===== src/verilog/gpio_defs.vh =====
/*
  register offsets, field positions, reset values for the four-port gpio.
  assumes inclusion by bare name from the design files.
*/
`ifndef GPIO_DEFS_VH
`define GPIO_DEFS_VH

`define ADDR_W        5
`define A_PORT_DATA   5'h00
`define A_PORT_DIR    5'h04
`define A_PORT_PULL   5'h08
`define A_WAKE_EN     5'h0c
`define A_MISC        5'h0d
`define A_CONV_SEL    5'h0e
`define A_FUNC_EN     5'h0f
`define A_IRQ_STAT    5'h10
`define A_IRQ_MASK    5'h11
`define A_BITOP       5'h12
`define A_CTRL        5'h13
`define RST_DATA      8'hff
`define RST_DIR       8'hff
`define RST_ZERO      8'h00
`define MISC_OD_LSB   4
`define FUNC_PFD      0
`define FUNC_EXTERNAL_INTERRUPT_ZERO     1
`define FUNC_EXTERNAL_INTERRUPT_ONE     2
`define CTRL_PDOWN    0
`define BITOP_SET     3
`define BITOP_PORT    4
`define IRQ_WAKE      0

`endif


===== src/verilog/gpio_ports.v =====
/*
  four 8-bit bidirectional ports with wake-up, open drain, pull-high,
  alternate-function gating and a small register port.
  assumes synchronous pin inputs and a master that never waits.
*/
// Local design decisions: the register addresses and the strobed register port.
//
// Contract
// - direction bit one makes a pin an input, zero a CMOS output.
// - reading an output pin returns its output latch value.
// - input reads sample the pin directly, with no input latch.
// - output latches keep their value until written again.
// - reset sets all data latches and direction bits to ones.
// - pull-high is on only when selected and the pin is an input.
// - in power down a falling edge on an enabled port a pin wakes.
// - misc upper four bits make port a pins 0 to 3 open drain.
// - divider output on port a pin 3 drives only in output mode.
// - pwm on port d pins 0 to 3 drives only in output mode.
// - a timer clock pin is an input and stays readable.
// - a port b pin chosen as analog input loses its pull-high.
// - bit set and clear read the port, change a bit, write back.
`timescale 1ns/1ps
`include "gpio_defs.vh"
module gpio_ports (
  // clock and reset
  input  wire        i_mclk,
  input  wire        i_reset_n,
  // register port
  input  wire [4:0]  i_addr,
  input  wire [7:0]  i_wdata,
  input  wire        i_wr,
  input  wire        i_rd,
  output reg  [7:0]  o_rdata,
  // pads, port a in bits 7:0 up to port d in 31:24
  input  wire [31:0] i_pin,
  output wire [31:0] o_pin_out,
  output wire [31:0] o_pin_oe,
  output wire [31:0] o_pull_en,
  // shared functions
  input  wire        i_divider_out,
  input  wire [3:0]  i_pwm_out,
  input  wire [3:0]  i_pwm_en,
  output wire [3:0]  o_timer_clk_pins,
  output wire        o_ext_int_zero,
  output wire        o_ext_int_one,
  // power
  output wire        o_wakeup,
  output wire        o_irq
);
  reg  [31:0] data_reg;
  reg  [31:0] dir_reg;
  reg  [7:0]  wake_en_reg;
  reg  [7:0]  misc_reg;
  reg  [7:0]  conv_sel_reg;
  reg  [7:0]  func_en_reg;
  reg  [7:0]  ctrl_reg;
  reg  [7:0]  irq_stat_reg;
  reg  [7:0]  irq_mask_reg;
  reg  [7:0]  pa_prev_reg;
  reg  [7:0]  rdata_next;
  wire [31:0] pull_flat;
  wire [7:0]  pull_rd;
  wire [31:0] read_val;
  wire [31:0] alt_en;
  wire [31:0] alt_val;
  wire [31:0] od_sel;
  wire [31:0] analog;
  wire [7:0]  fall;
  wire        wake_evt;
  wire [7:0]  bitop_old;
  wire [7:0]  bitop_new;
  wire        bitop_wr;
  reg         pull_rd_sel_reg;

  // true when the address names a four-entry bank at base
  function in_bank;
    input [4:0] a;
    input [4:0] base;
    begin
      in_bank = (a[4:2] == base[4:2]);
    end
  endfunction

  // byte of a 32-bit word chosen by index
  function [7:0] pick;
    input [31:0] w;
    input [1:0]  idx;
    begin
      pick = w[idx*8 +: 8];
    end
  endfunction

  // pull-high bank kept in the small memory
  gpio_sync_regs u_pull (
    .i_mclk    (i_mclk),
    .i_reset_n (i_reset_n),
    .i_we      (i_wr && in_bank(i_addr, `A_PORT_PULL)),
    .i_waddr   (i_addr[1:0]),
    .i_wdata   (i_wdata),
    .i_raddr   (i_addr[1:0]),
    .o_rdata   (pull_rd),
    .o_flat    (pull_flat)
  );

  // alternate output and analog maps
  assign alt_en  = {4'h0, i_pwm_en, 20'h00000,
                    func_en_reg[`FUNC_PFD], 3'h0};
  assign alt_val = {4'h0, i_pwm_out, 20'h00000, i_divider_out, 3'h0};
  assign od_sel  = {28'h0000000, misc_reg[7:`MISC_OD_LSB]};
  assign analog  = {16'h0000, conv_sel_reg, 8'h00};

  genvar g;
  generate
    for (g = 0; g < 32; g = g + 1) begin : pins
      gpio_pin_cell u_cell (
        .i_dir        (dir_reg[g]),
        .i_latch      (data_reg[g]),
        .i_pull_sel   (pull_flat[g]),
        .i_open_drain (od_sel[g]),
        .i_alt_en     (alt_en[g]),
        .i_alt_val    (alt_val[g]),
        .i_analog     (analog[g]),
        .i_pin        (i_pin[g]),
        .o_pin_out    (o_pin_out[g]),
        .o_pin_oe     (o_pin_oe[g]),
        .o_pull_en    (o_pull_en[g]),
        .o_read       (read_val[g])
      );
    end
  endgenerate

  // timer clock pins stay ordinary readable inputs
  assign o_timer_clk_pins = i_pin[11:8];
  // external interrupts gated by their enables
  assign o_ext_int_zero = func_en_reg[`FUNC_EXTERNAL_INTERRUPT_ZERO] && i_pin[28];
  assign o_ext_int_one  = func_en_reg[`FUNC_EXTERNAL_INTERRUPT_ONE] && i_pin[29];

  // falling edge on enabled port a pins while powered down
  assign fall     = pa_prev_reg & ~i_pin[7:0] & wake_en_reg;
  assign wake_evt = ctrl_reg[`CTRL_PDOWN] && (|fall);
  assign o_wakeup = wake_evt;
  assign o_irq    = |(irq_stat_reg & irq_mask_reg);

  // bit op: whole port read, one bit changed, whole byte back
  assign bitop_old = pick(read_val, i_wdata[6:5]);
  assign bitop_new = i_wdata[`BITOP_SET] ?
                     (bitop_old | (8'h01 << i_wdata[2:0])) :
                     (bitop_old & ~(8'h01 << i_wdata[2:0]));
  assign bitop_wr  = i_wr && (i_addr == `A_BITOP);

  // register writes; latches only change on a write
  always @(posedge i_mclk) begin
    if (!i_reset_n) begin
      data_reg     <= {4{`RST_DATA}};
      dir_reg      <= {4{`RST_DIR}};
      wake_en_reg  <= `RST_ZERO;
      misc_reg     <= `RST_ZERO;
      conv_sel_reg <= `RST_ZERO;
      func_en_reg  <= `RST_ZERO;
      ctrl_reg     <= `RST_ZERO;
      irq_mask_reg <= `RST_ZERO;
      irq_stat_reg <= `RST_ZERO;
      pa_prev_reg  <= 8'hff;
    end else begin
      pa_prev_reg <= i_pin[7:0];
      if (i_wr && in_bank(i_addr, `A_PORT_DATA))
        data_reg[i_addr[1:0]*8 +: 8] <= i_wdata;
      if (i_wr && in_bank(i_addr, `A_PORT_DIR))
        dir_reg[i_addr[1:0]*8 +: 8] <= i_wdata;
      if (bitop_wr)
        data_reg[i_wdata[6:5]*8 +: 8] <= bitop_new;
      if (i_wr && i_addr == `A_WAKE_EN)
        wake_en_reg <= i_wdata;
      if (i_wr && i_addr == `A_MISC)
        misc_reg <= i_wdata;
      if (i_wr && i_addr == `A_CONV_SEL)
        conv_sel_reg <= i_wdata;
      if (i_wr && i_addr == `A_FUNC_EN)
        func_en_reg <= i_wdata;
      if (i_wr && i_addr == `A_IRQ_MASK)
        irq_mask_reg <= i_wdata;
      // wake leaves power down by itself
      if (wake_evt)
        ctrl_reg[`CTRL_PDOWN] <= 1'b0;
      else if (i_wr && i_addr == `A_CTRL)
        ctrl_reg <= i_wdata;
      // set wins over write-one-to-clear
      if (i_wr && i_addr == `A_IRQ_STAT)
        irq_stat_reg <= irq_stat_reg & ~i_wdata;
      if (wake_evt)
        irq_stat_reg[`IRQ_WAKE] <= 1'b1;
    end
  end

  // read mux; pin sampled in the strobe cycle, not held
  always @* begin
    rdata_next = 8'h00;
    if (in_bank(i_addr, `A_PORT_DATA))
      rdata_next = pick(read_val, i_addr[1:0]);
    else if (in_bank(i_addr, `A_PORT_DIR))
      rdata_next = pick(dir_reg, i_addr[1:0]);
    else begin
      case (i_addr)
        `A_WAKE_EN:  rdata_next = wake_en_reg;
        `A_MISC:     rdata_next = misc_reg;
        `A_CONV_SEL: rdata_next = conv_sel_reg;
        `A_FUNC_EN:  rdata_next = func_en_reg;
        `A_IRQ_STAT: rdata_next = irq_stat_reg;
        `A_IRQ_MASK: rdata_next = irq_mask_reg;
        `A_CTRL:     rdata_next = ctrl_reg;
        default:     rdata_next = 8'h00;
      endcase
    end
  end

  // registered read data, pull bank reads fall to the zero default
  always @(posedge i_mclk) begin
    if (!i_reset_n) begin
      o_rdata         <= 8'h00;
      pull_rd_sel_reg <= 1'b0;
    end else begin
      o_rdata         <= rdata_next;
      pull_rd_sel_reg <= i_rd && in_bank(i_addr, `A_PORT_PULL);
    end
  end
endmodule


===== src/verilog/gpio_sync_regs.v =====
/*
  small register bank: one byte per index, registered read data.
  assumes a single write port and single read port on i_mclk.
*/
`timescale 1ns/1ps
`include "gpio_defs.vh"
module gpio_sync_regs (
  // clock and reset
  input  wire       i_mclk,
  input  wire       i_reset_n,
  // write port
  input  wire       i_we,
  input  wire [1:0] i_waddr,
  input  wire [7:0] i_wdata,
  // read port
  input  wire [1:0] i_raddr,
  output reg  [7:0] o_rdata,
  // all words flat
  output wire [31:0] o_flat
);
  reg [7:0] mem_reg [0:3];
  integer k;

  // pull-high selects clear on reset
  always @(posedge i_mclk) begin
    if (!i_reset_n) begin
      for (k = 0; k < 4; k = k + 1)
        mem_reg[k] <= `RST_ZERO;
      o_rdata <= `RST_ZERO;
    end else begin
      if (i_we)
        mem_reg[i_waddr] <= i_wdata;
      o_rdata <= mem_reg[i_raddr];
    end
  end

  assign o_flat = {mem_reg[3], mem_reg[2], mem_reg[1], mem_reg[0]};
endmodule


===== src/verilog/gpio_pin_cell.v =====
/*
  one pin: output mux, open-drain option, pull-high and read-back select.
  assumes the pad resolves level from o_pin_oe and o_pin_out.
*/
`timescale 1ns/1ps
module gpio_pin_cell (
  // control
  input  wire i_dir,
  input  wire i_latch,
  input  wire i_pull_sel,
  input  wire i_open_drain,
  input  wire i_alt_en,
  input  wire i_alt_val,
  input  wire i_analog,
  // pad
  input  wire i_pin,
  output wire o_pin_out,
  output wire o_pin_oe,
  output wire o_pull_en,
  // read value
  output wire o_read
);
  wire drive_val;

  // alternate function only reaches the pad in output direction
  assign drive_val = i_alt_en ? i_alt_val : i_latch;
  assign o_pin_out = drive_val;
  // open drain drives only the low level
  assign o_pin_oe  = !i_dir && (!i_open_drain || !drive_val);
  // pull-high only as an input, never on an analog pin
  assign o_pull_en = i_dir && i_pull_sel && !i_analog;
  // output reads the latch, input reads the live pin unlatched
  assign o_read    = i_dir ? i_pin : i_latch;
endmodule


===== config.mk =====
export PLATFORM = sky130hd
export DESIGN_NAME = gpio_ports
export DESIGN_NICKNAME = d
export VERILOG_FILES = /design/src/verilog/gpio_ports.v /design/src/verilog/gpio_sync_regs.v /design/src/verilog/gpio_pin_cell.v
export VERILOG_INCLUDE_DIRS = /design/src /design/src/verilog
export SDC_FILE = /design/constraint.sdc
export NUM_CORES = 1
export LEC_CHECK = 0
export ABC_AREA = 1
export BUFFER_PORTS_ARGS = -buffer_cell sky130_fd_sc_hd__buf_4
export CAP_MARGIN = 20
export CORE_UTILIZATION = 45
export DETAILED_ROUTE_END_ITERATION = 16
export PLACE_DENSITY = 0.68
export SLEW_MARGIN = 10
export SYNTH_ARGS = -nofsm -noshare
export SYNTH_HDL_FRONTEND = slang
export SYNTH_HIERARCHICAL = 1
export SYNTH_SLANG_ARGS = --single-unit

===== constraint.sdc =====
create_clock -name i_mclk -period 2.3 [get_ports i_mclk]
set_clock_uncertainty 0.1 [all_clocks]
set_input_delay 0.345 -clock i_mclk [delete_from_list [all_inputs] [get_ports i_mclk]]
set_output_delay 0.345 -clock i_mclk [all_outputs]
set_load 0.1 [all_outputs]

==> run_results.csv, run 1 <==
group,metric,value,unit
run_status,status,"finished clean",
hold_path,min_path_type,"input pin to register",
global_route,antenna_found_initial,0,
clock_network,cts_tree,"built",
clock_network,clk_pin_slew,70,ps
drt,vias_per_cell,5.231,
floorplanning,dieWidth,150.6,um
clock_network,postCtsResizedCells,0,
power_and_ir_drop,p_leak,0.006803,uW
timing,fmax,0.4750,GHz
critical_path,path_class,"register to output port",
placed_design,dpl_worst_slack,-13.78,ps
synthesis,avgSynthCellArea,6.566,sq um
final_layout,syn2layout_area_growth,31.96,%
critical_path,r2r_slack,320,ps
global_route,overflow,0,
drt,post-route-drc-count,0,
timing,period_minus_slack,2105,ps
critical_path,startpoint_type,"register",
drt,num_vias,11294,
final_layout,final_util,60.29,%
synthesis,syn_area,9941,sq um
timing,finalCritPeriodShare,91.54,%
timing,setup_viol,0,
floorplanning,fp-row-count,54,
critical_path,crit_chain,"nand2_1 > nor2_1 > buf_4",
placed_design,hpwl,30.21,mm
timing,setup_slack,194.5,ps
timing,max-slew-margin-rel,53.22,%
global_route,grt_pass1_wl,58.17,mm
critical_path,cp-end-kind,"output port",
clock_network,cts_buffers,17,
synthesis,yosys_warnings,6,
floorplanning,start_util,45.69,%
timing,worst_pin_slew,697.0,ps
clock_network,insertion_delay,450,ps
floorplanning,core_region_area,21760,sq um
floorplanning,die_area,22690,sq um
final_layout,drive_above_1_share,22.57,%
global_route,grt_pass1_vias,9986,
power_and_ir_drop,p_per_area,601.3,nW/um^2
timing,tns,0,ps
clock_network,cts_root_buffer,"clkbuf_16",
floorplanning,die_y,150.6,um
power_and_ir_drop,vdd_drop_max,0.4681,mV
power_and_ir_drop,p_total,7888,uW
timing,rsz0062_at_grt,"false",
drt,drt_wl_total,38.86,mm
critical_path,crit_required,1860,ps
drt,postRouteAntennaNets,0,
global_route,grt.total_usage,35.10,%
placed_design,dp_cells,2126,
placed_design,place_congestion,0.9863,
clock_network,clkSinkCount,168,
timing,final-hold-violation-count,0,
critical_path,slowest_stage,"dfxtp_1",
critical_path,max_stage_delay,580,ps
final_layout,layoutNonFillerInstCount,2159,
critical_path,crit_fanout,6,
flow_run,cap_violations,0,
final_layout,diodes,0,
floorplanning,num_io_pins,170,
global_route,grt_max_degree,49,
clock_network,cts_max_path_buffers,2,
drt,drtIter0Drc,1134,
placed_design,port_buffers,168,
synthesis,synth_cells,1514,
drt,routedWlPerCell,18.00,um
critical_path,arrival,1660,ps
clock_network,cts-htree-levels,4,
timing,maxSlewViolCount,0,
drt,dr.pass1.iters,7,
final_layout,fin_nets,1934,
[placed cells by master (no fill, tap or decap), types with 27 or more instances in the layout]
| cell type | n |
|---|---|
| a21oi_2 | 32 |
| dfxtp_1 | 136 |
| nand4_1 | 27 |
| o21ai_0 | 129 |
| inv_1 | 142 |
| nand3_1 | 151 |
| buf_4 | 257 |
| a21oi_1 | 58 |
| nand2_1 | 456 |
| nand2_2 | 69 |
| conb_1 | 133 |
| nor2_1 | 138 |
| edfxtp_1 | 32 |
[power breakdown]
group,switching [uW],internal [uW],leakage [uW],total [uW]
registers,43.8,3070,0.00141,3110
clock network,1440,1480,0.000286,2920
logic,1420,439,0.00511,1860
total,2900,4990,0.00680,7890
[metal layers]
layer	track usage, %	vias up	part of all wire, %
met1	50.65	5066	43
met2	50.53	668	41
met3	7.364	90	12
li1	-	5470	-
met5	0	-	0
met4	14.00	0	3.5
[worst paths after layout]
kind                   start         endpoint  depth (start not counted)
min reg2reg  irq_stat_reg[1]  irq_stat_reg[1]                          2
max              dir_reg[18]    o_pull_en[18]                          3
min                 i_pin[4]   pa_prev_reg[4]                          3
max reg2reg     data_reg[27]     data_reg[11]                         12
[critical path: cells and delay by family (launching register included)]
family	cells	cell delay, ps
flops	1	580
simple gates	2	300
buf+inv	1	340
[stage by stage]
| stage | cell area [sq um] | hold slack, ps |
|---|---|---|
| after floorplan | 10440 | 328.3 |
| after global placement | 12510 | 337.1 |
| after detailed placement | 12510 | 341.4 |
| after CTS | 13120 | 3.843 |
| after global routing | 13120 | 19.07 |
| final | 13120 | 10.59 |
[timing repair]
action,CTS,global route
buffers inserted,0,0
endpoints found under the hold margin,1,0
hold buffers,1,0
[layout make-up]
class | count | area, sq um
clock buffer | 18 | 439.2
clock inverter | 14 | 157.7
fill | 2120 | 8638
inverter | 154 | 578.1
multi-input combinational | 1264 | 5909
sequential | 168 | 3684
tap | 280 | 350.3
timing repair buffer | 261 | 1999
(Power assumes the default switching activity.)
==> run 2, diff against run 1 <==
--- a/config.mk
+++ b/config.mk
@@ -7,11 +7,10 @@
 export NUM_CORES = 1
 export LEC_CHECK = 0
 export ABC_AREA = 1
-export BUFFER_PORTS_ARGS = -buffer_cell sky130_fd_sc_hd__buf_4
 export CAP_MARGIN = 20
 export CORE_UTILIZATION = 45
 export DETAILED_ROUTE_END_ITERATION = 16
-export PLACE_DENSITY = 0.68
+export DONT_BUFFER_PORTS = 1
 export SLEW_MARGIN = 10
 export SYNTH_ARGS = -nofsm -noshare
 export SYNTH_HDL_FRONTEND = slang
==> run_results.csv, run 2 (synthesized netlist as in run 1, its figures left out) <==
group,metric,value,unit
drt,vias_per_cell,5.265,
clock_network,insertion_delay,440,ps
critical_path,crit_fanout,3,
final_layout,multiInputGateArea,5989,sq um
drt,post-route-drc-count,0,
timing,maxSlewViolCount,0,
floorplanning,dieWidth,150.6,um
clock_network,cts_root_buffer,"clkbuf_16",
critical_path,r2r_slack,240,ps
clock_network,clkSinkCount,168,
global_route,grt_pass1_vias,9505,
clock_network,cts_tree,"built",
drt,dr.pass1.iters,8,
timing,rsz0062_at_grt,"false",
placed_design,hpwl,28.60,mm
power_and_ir_drop,p_total,7618,uW
clock_network,clk_pin_slew,80,ps
final_layout,diodes,0,
critical_path,crit_family,"buffers and inverters",
critical_path,r2r_end,"data_reg[14]",
drt,num_vias,10845,
final_layout,layoutNonFillerInstCount,2060,
drt,drt_wl_total,38.27,mm
final_layout,final_cell_mix,"nand2_1 (456), nand3_1 (151), inv_1 (142)",
global_route,grt_max_degree,112,
floorplanning,fp-row-count,54,
timing,period_minus_slack,2191,ps
final_layout,fin_nets,1835,
critical_path,slowest_stage,"dlygate4sd3_1",
run_status,status,"finished clean",
floorplanning,start_util,45.69,%
hold_path,hold_path_depth,2,
floorplanning,num_io_pins,170,
final_layout,mostFrequentLayoutCell,"nand2_1",
placed_design,dp_cells,2006,
critical_path,crit_chain,"dlygate4sd3_1 > inv_1 > nand3_1 > nand2_1 > nor2_1 > nand2_1 > nand2_1 > inv_1 > buf_4",
final_layout,n_fill_cell,2186,
critical_path,worst_r2r_path_depth,9,
timing,final-hold-violation-count,0,
timing,setup_viol,0,
timing,whs,1.768,ps
power_and_ir_drop,vdd_drop_max,0.4556,mV
clock_network,postCtsResizedCells,0,
critical_path,max_stage_delay,560,ps
hold_path,hold_start,"i_wdata[1]",
power_and_ir_drop,p_leak,0.006314,uW
critical_path,cp-end-kind,"output port",
critical_path,startpoint_type,"input pin",
critical_path,reg2reg_from,"dir_reg[14]",
clock_network,cts_buffers,17,
clock_network,cts-htree-levels,4,
timing,tns,0,ps
placed_design,place_congestion,0.9500,
floorplanning,core_region_area,21760,sq um
drt,drtIter0Drc,1164,
critical_path,path_class,"input pin to output port",
final_layout,syn2layout_area_growth,25.65,%
hold_path,min_path_type,"input pin to register",
critical_path,cp.depth,9,
critical_path,cpMostUsedCell,"nand2_1",
drt,routedWlPerCell,18.58,um
placed_design,port_buffers,0,
global_route,overflow,0,
global_route,antenna_found_initial,0,
hold_path,min_to,"irq_mask_reg[1]",
timing,fmax,0.4565,GHz
global_route,grt_pass1_wl,56.77,mm
flow_run,cap_violations,0,
final_layout,register_area,3684,sq um
drt,postRouteAntennaNets,0,
critical_path,arrival,1750,ps
critical_path,path_buf_inv,4,
floorplanning,die_area,22690,sq um
clock_network,cts_max_path_buffers,2,
global_route,grt.total_usage,34.53,%
final_layout,final_util,57.41,%
floorplanning,die_y,150.6,um
timing,finalCritPeriodShare,95.25,%
timing,worst_pin_slew,644.6,ps
critical_path,crit_required,1860,ps
power_and_ir_drop,p_per_area,609.9,nW/um^2
timing,max-slew-margin-rel,56.98,%
final_layout,drive_above_1_share,18.93,%
[run 2: cell types whose count changed in the layout (fill, tap and decap cells not counted)]
cell	before	now
nor2_2	8	40
nor2_1	138	106
inv_6	1	0
buf_16	0	1
dlygate4sd3_1	1	21
clkinv_4	2	5
inv_4	1	0
buf_12	3	0
clkinvlp_4	2	1
buf_4	257	140
[run 2: metrics by stage]
stage,instance area [sq um],setup WS [ps]
2_1_floorplan,10440,58.82
3_3_place_gp,11650,200.5
3_5_place_dp,11650,138.0
4_1_cts,12490,102.7
5_1_grt,12490,36.52
6_report,12490,109.3
[run 2: area by class of cell]
class,instances,area share (%)
Timing Repair Buffer,162,10.32
Clock inverter,14,1.292
Tap cell,280,2.805
Inverter,154,4.628
Sequential cell,168,29.49
Multi-Input combinational cell,1264,47.95
Clock buffer,18,3.516
[run 2: worst max-delay path by stage]
stage | from | end
6_report | i_pin[6] | o_wakeup
5_1_grt | i_pin[6] | o_wakeup
4_1_cts | i_pin[6] | o_wakeup
3_5_place_dp | i_addr[0] | data_reg[23]
3_3_place_gp | i_addr[1] | irq_stat_reg[0]
2_1_floorplan | func_en_reg[0] | o_pin_oe[3]
[run 2: what timing repair did]
item / 4_1_cts / 5_1_grt
hold buffers: 22 / 0
buffers inserted: 0 / 0
hold endpoints to repair: 115 / 0
[run 2: metal layers]
metal / GRT usage (%) / vias up / share of wire [%]
met5: 0 / - / 0
met4: 13.40 / 0 / 3.3
met3: 7.000 / 90 / 11
met2: 51.87 / 587 / 43
met1: 48.32 / 4890 / 43
li1: - / 5278 / -
[run 2: where the power goes]
| part | internal, uW | switching (uW) | leakage (uW) |
|---|---|---|---|
| sequential | 3070 | 46.4 | 0.00141 |
| clock | 1480 | 1410 | 0.000289 |
| combinational | 337 | 1280 | 0.00462 |
| total | 4890 | 2730 | 0.00631 |
==> run 3, diff against run 2 <==
--- a/config.mk
+++ b/config.mk
@@ -8,6 +8,7 @@
 export LEC_CHECK = 0
 export ABC_AREA = 1
 export CAP_MARGIN = 20
+export CORE_MARGIN = 3
 export CORE_UTILIZATION = 45
 export DETAILED_ROUTE_END_ITERATION = 16
 export DONT_BUFFER_PORTS = 1
==> constraint.sdc (replaced) <==
create_clock -name i_mclk -period 2.1 [get_ports i_mclk]
set_clock_uncertainty 0.1 [all_clocks]
set_input_delay 0.315 -clock i_mclk [delete_from_list [all_inputs] [get_ports i_mclk]]
set_output_delay 0.315 -clock i_mclk [all_outputs]
set_load 0.1 [all_outputs]
==> run_results.csv, run 3 (synthesized netlist as in run 1, its figures left out) <==
group,metric,value,unit
power_and_ir_drop,vdd_drop_max,0.4259,mV
placed_design,port_buffers,0,
final_layout,mostFrequentLayoutCell,"nand2_1",
critical_path,r2r_slack,150,ps
drt,vias_per_cell,5.285,
floorplanning,start_util,46.55,%
run_status,status,"finished clean",
power_and_ir_drop,p_leak,0.006494,uW
drt,num_vias,11072,
critical_path,slowest_stage,"dfxtp_1",
placed_design,dpl_worst_slack,39.73,ps
critical_path,cp-end-kind,"output port",
power_and_ir_drop,power.internal,5398,uW
power_and_ir_drop,p_sw_share,36.51,%
power_and_ir_drop,power_frac_clock,38.6,%
power_and_ir_drop,p_switching,3104,uW
critical_path,startpoint_type,"register",
drt,drt_wl_total,39.86,mm
clock_network,cts_buffers,17,
timing,rsz0062_at_grt,"false",
global_route,antenna_found_initial,0,
critical_path,path_buf_inv,1,
drt,routedWlPerCell,19.03,um
critical_path,crit_fanout,6,
power_and_ir_drop,p_per_area,657.1,nW/um^2
timing,final-hold-violation-count,0,
final_layout,fin_nets,1875,
timing,setup_viol,0,
final_layout,final_cell_mix,"nand2_1 (456), buf_4 (162), nand3_1 (150)",
clock_network,clkSinkCount,168,
power_and_ir_drop,pwr-share-seq,40.1,%
global_route,grt_max_degree,101,
placed_design,place_congestion,0.9602,
critical_path,max_stage_delay,580,ps
drt,postRouteAntennaNets,0,
final_layout,n_fill_cell,2089,
floorplanning,core_region_area,21350,sq um
flow_run,cap_violations,0,
timing,finalCritPeriodShare,95.86,%
drt,post-route-drc-count,0,
clock_network,cts_tree,"built",
hold_path,min_path_type,"input pin to register",
clock_network,insertion_delay,440,ps
timing,worst_pin_slew,584.7,ps
timing,max-slew-margin-rel,60.61,%
critical_path,arrival,1600,ps
power_and_ir_drop,p_total,8502,uW
timing,setup_slack,87.02,ps
drt,drtIter0Drc,1237,
floorplanning,num_io_pins,170,
global_route,overflow,0,
final_layout,syn2layout_area_growth,30.16,%
global_route,grt_pass1_vias,10151,
clock_network,cts-htree-levels,4,
global_route,grt.total_usage,32.94,%
power_and_ir_drop,pwr-share-comb,21.3,%
timing,maxSlewViolCount,0,
floorplanning,dieWidth,154.6,um
critical_path,path_class,"register to output port",
final_layout,diodes,0,
timing,fmax,0.4968,GHz
floorplanning,die_area,23910,sq um
critical_path,crit_chain,"nand2_1 > nor2_2 > buf_4",
timing,period_minus_slack,2013,ps
floorplanning,die_y,154.6,um
timing,tns,0,ps
floorplanning,fp-row-count,53,
placed_design,hpwl,29.45,mm
critical_path,crit_required,1680,ps
drt,dr.pass1.iters,5,
global_route,grt_pass1_wl,60.11,mm
clock_network,cts_max_path_buffers,2,
clock_network,clk_pin_slew,80,ps
final_layout,drive_above_1_share,20.27,%
critical_path,crit_family,"flip-flops",
clock_network,cts_root_buffer,"clkbuf_16",
==> run 3: layout make-up <==
class | instances | area, sq um | share of cell area [%]
clock buffers | 17 | 425.4 | 3.288
multi-input cells | 1264 | 6036 | 46.65
flip-flops and latches | 168 | 3684 | 28.47
inverters | 154 | 578.1 | 4.468
repair buffers | 202 | 1684 | 13.02
clock inverters | 15 | 187.7 | 1.451
well taps | 275 | 344.1 | 2.659
==> run 3: power groups by stage <==
stage / clock network, uW / registers (uW) / logic (uW)
2_1_floorplan: 0 / 3520 / 1360
3_3_place_gp: 0 / 3480 / 1680
3_5_place_dp: 0 / 3480 / 1690
4_1_cts: 3300 / 3410 / 1780
5_1_grt: 3450 / 3420 / 1910
6_report: 3290 / 3410 / 1810
==> run 3: per-layer routing <==
metal / global-route usage, % / vias up / share of wire, %
met2: 48.34 / 629 / 41
met1: 46.94 / 4989 / 43
li1: - / 5354 / -
met5: 0 / - / 0
met4: 11.61 / 0 / 3.8
met3: 8.422 / 100 / 12
==> run 3: worst paths after layout <==
check | start | to | depth (start not counted)
setup / recovery | dir_reg[12] | o_pull_en[12] | 3
hold / removal | i_wdata[3] | ctrl_reg[3] | 2
setup reg to reg | data_reg[13] | data_reg[21] | 10
hold reg to reg | irq_stat_reg[1] | irq_stat_reg[1] | 2
==> run 3: through the flow <==
step | hold slack, ps | util, % | area, sq um | cells
CTS | 7.189 | 60.51 | 12920 | 2095
floorplan | 311.6 | - | 10570 | 1646
global placement | 315.0 | 55.92 | 11940 | 2028
detailed placement | 319.1 | 55.92 | 11940 | 2028
finish | 15.44 | 60.59 | 12940 | 2095
global route | 2.026 | 60.59 | 12940 | 2095
==> run 3: what timing repair did <==
action                                  in CTS  in global routing
hold endpoints to repair                   116                  0
endpoints found under the setup margin       0                  4
setup buffers                                0                  0
resized for setup                            0                  7
hold buffers                                35                  0
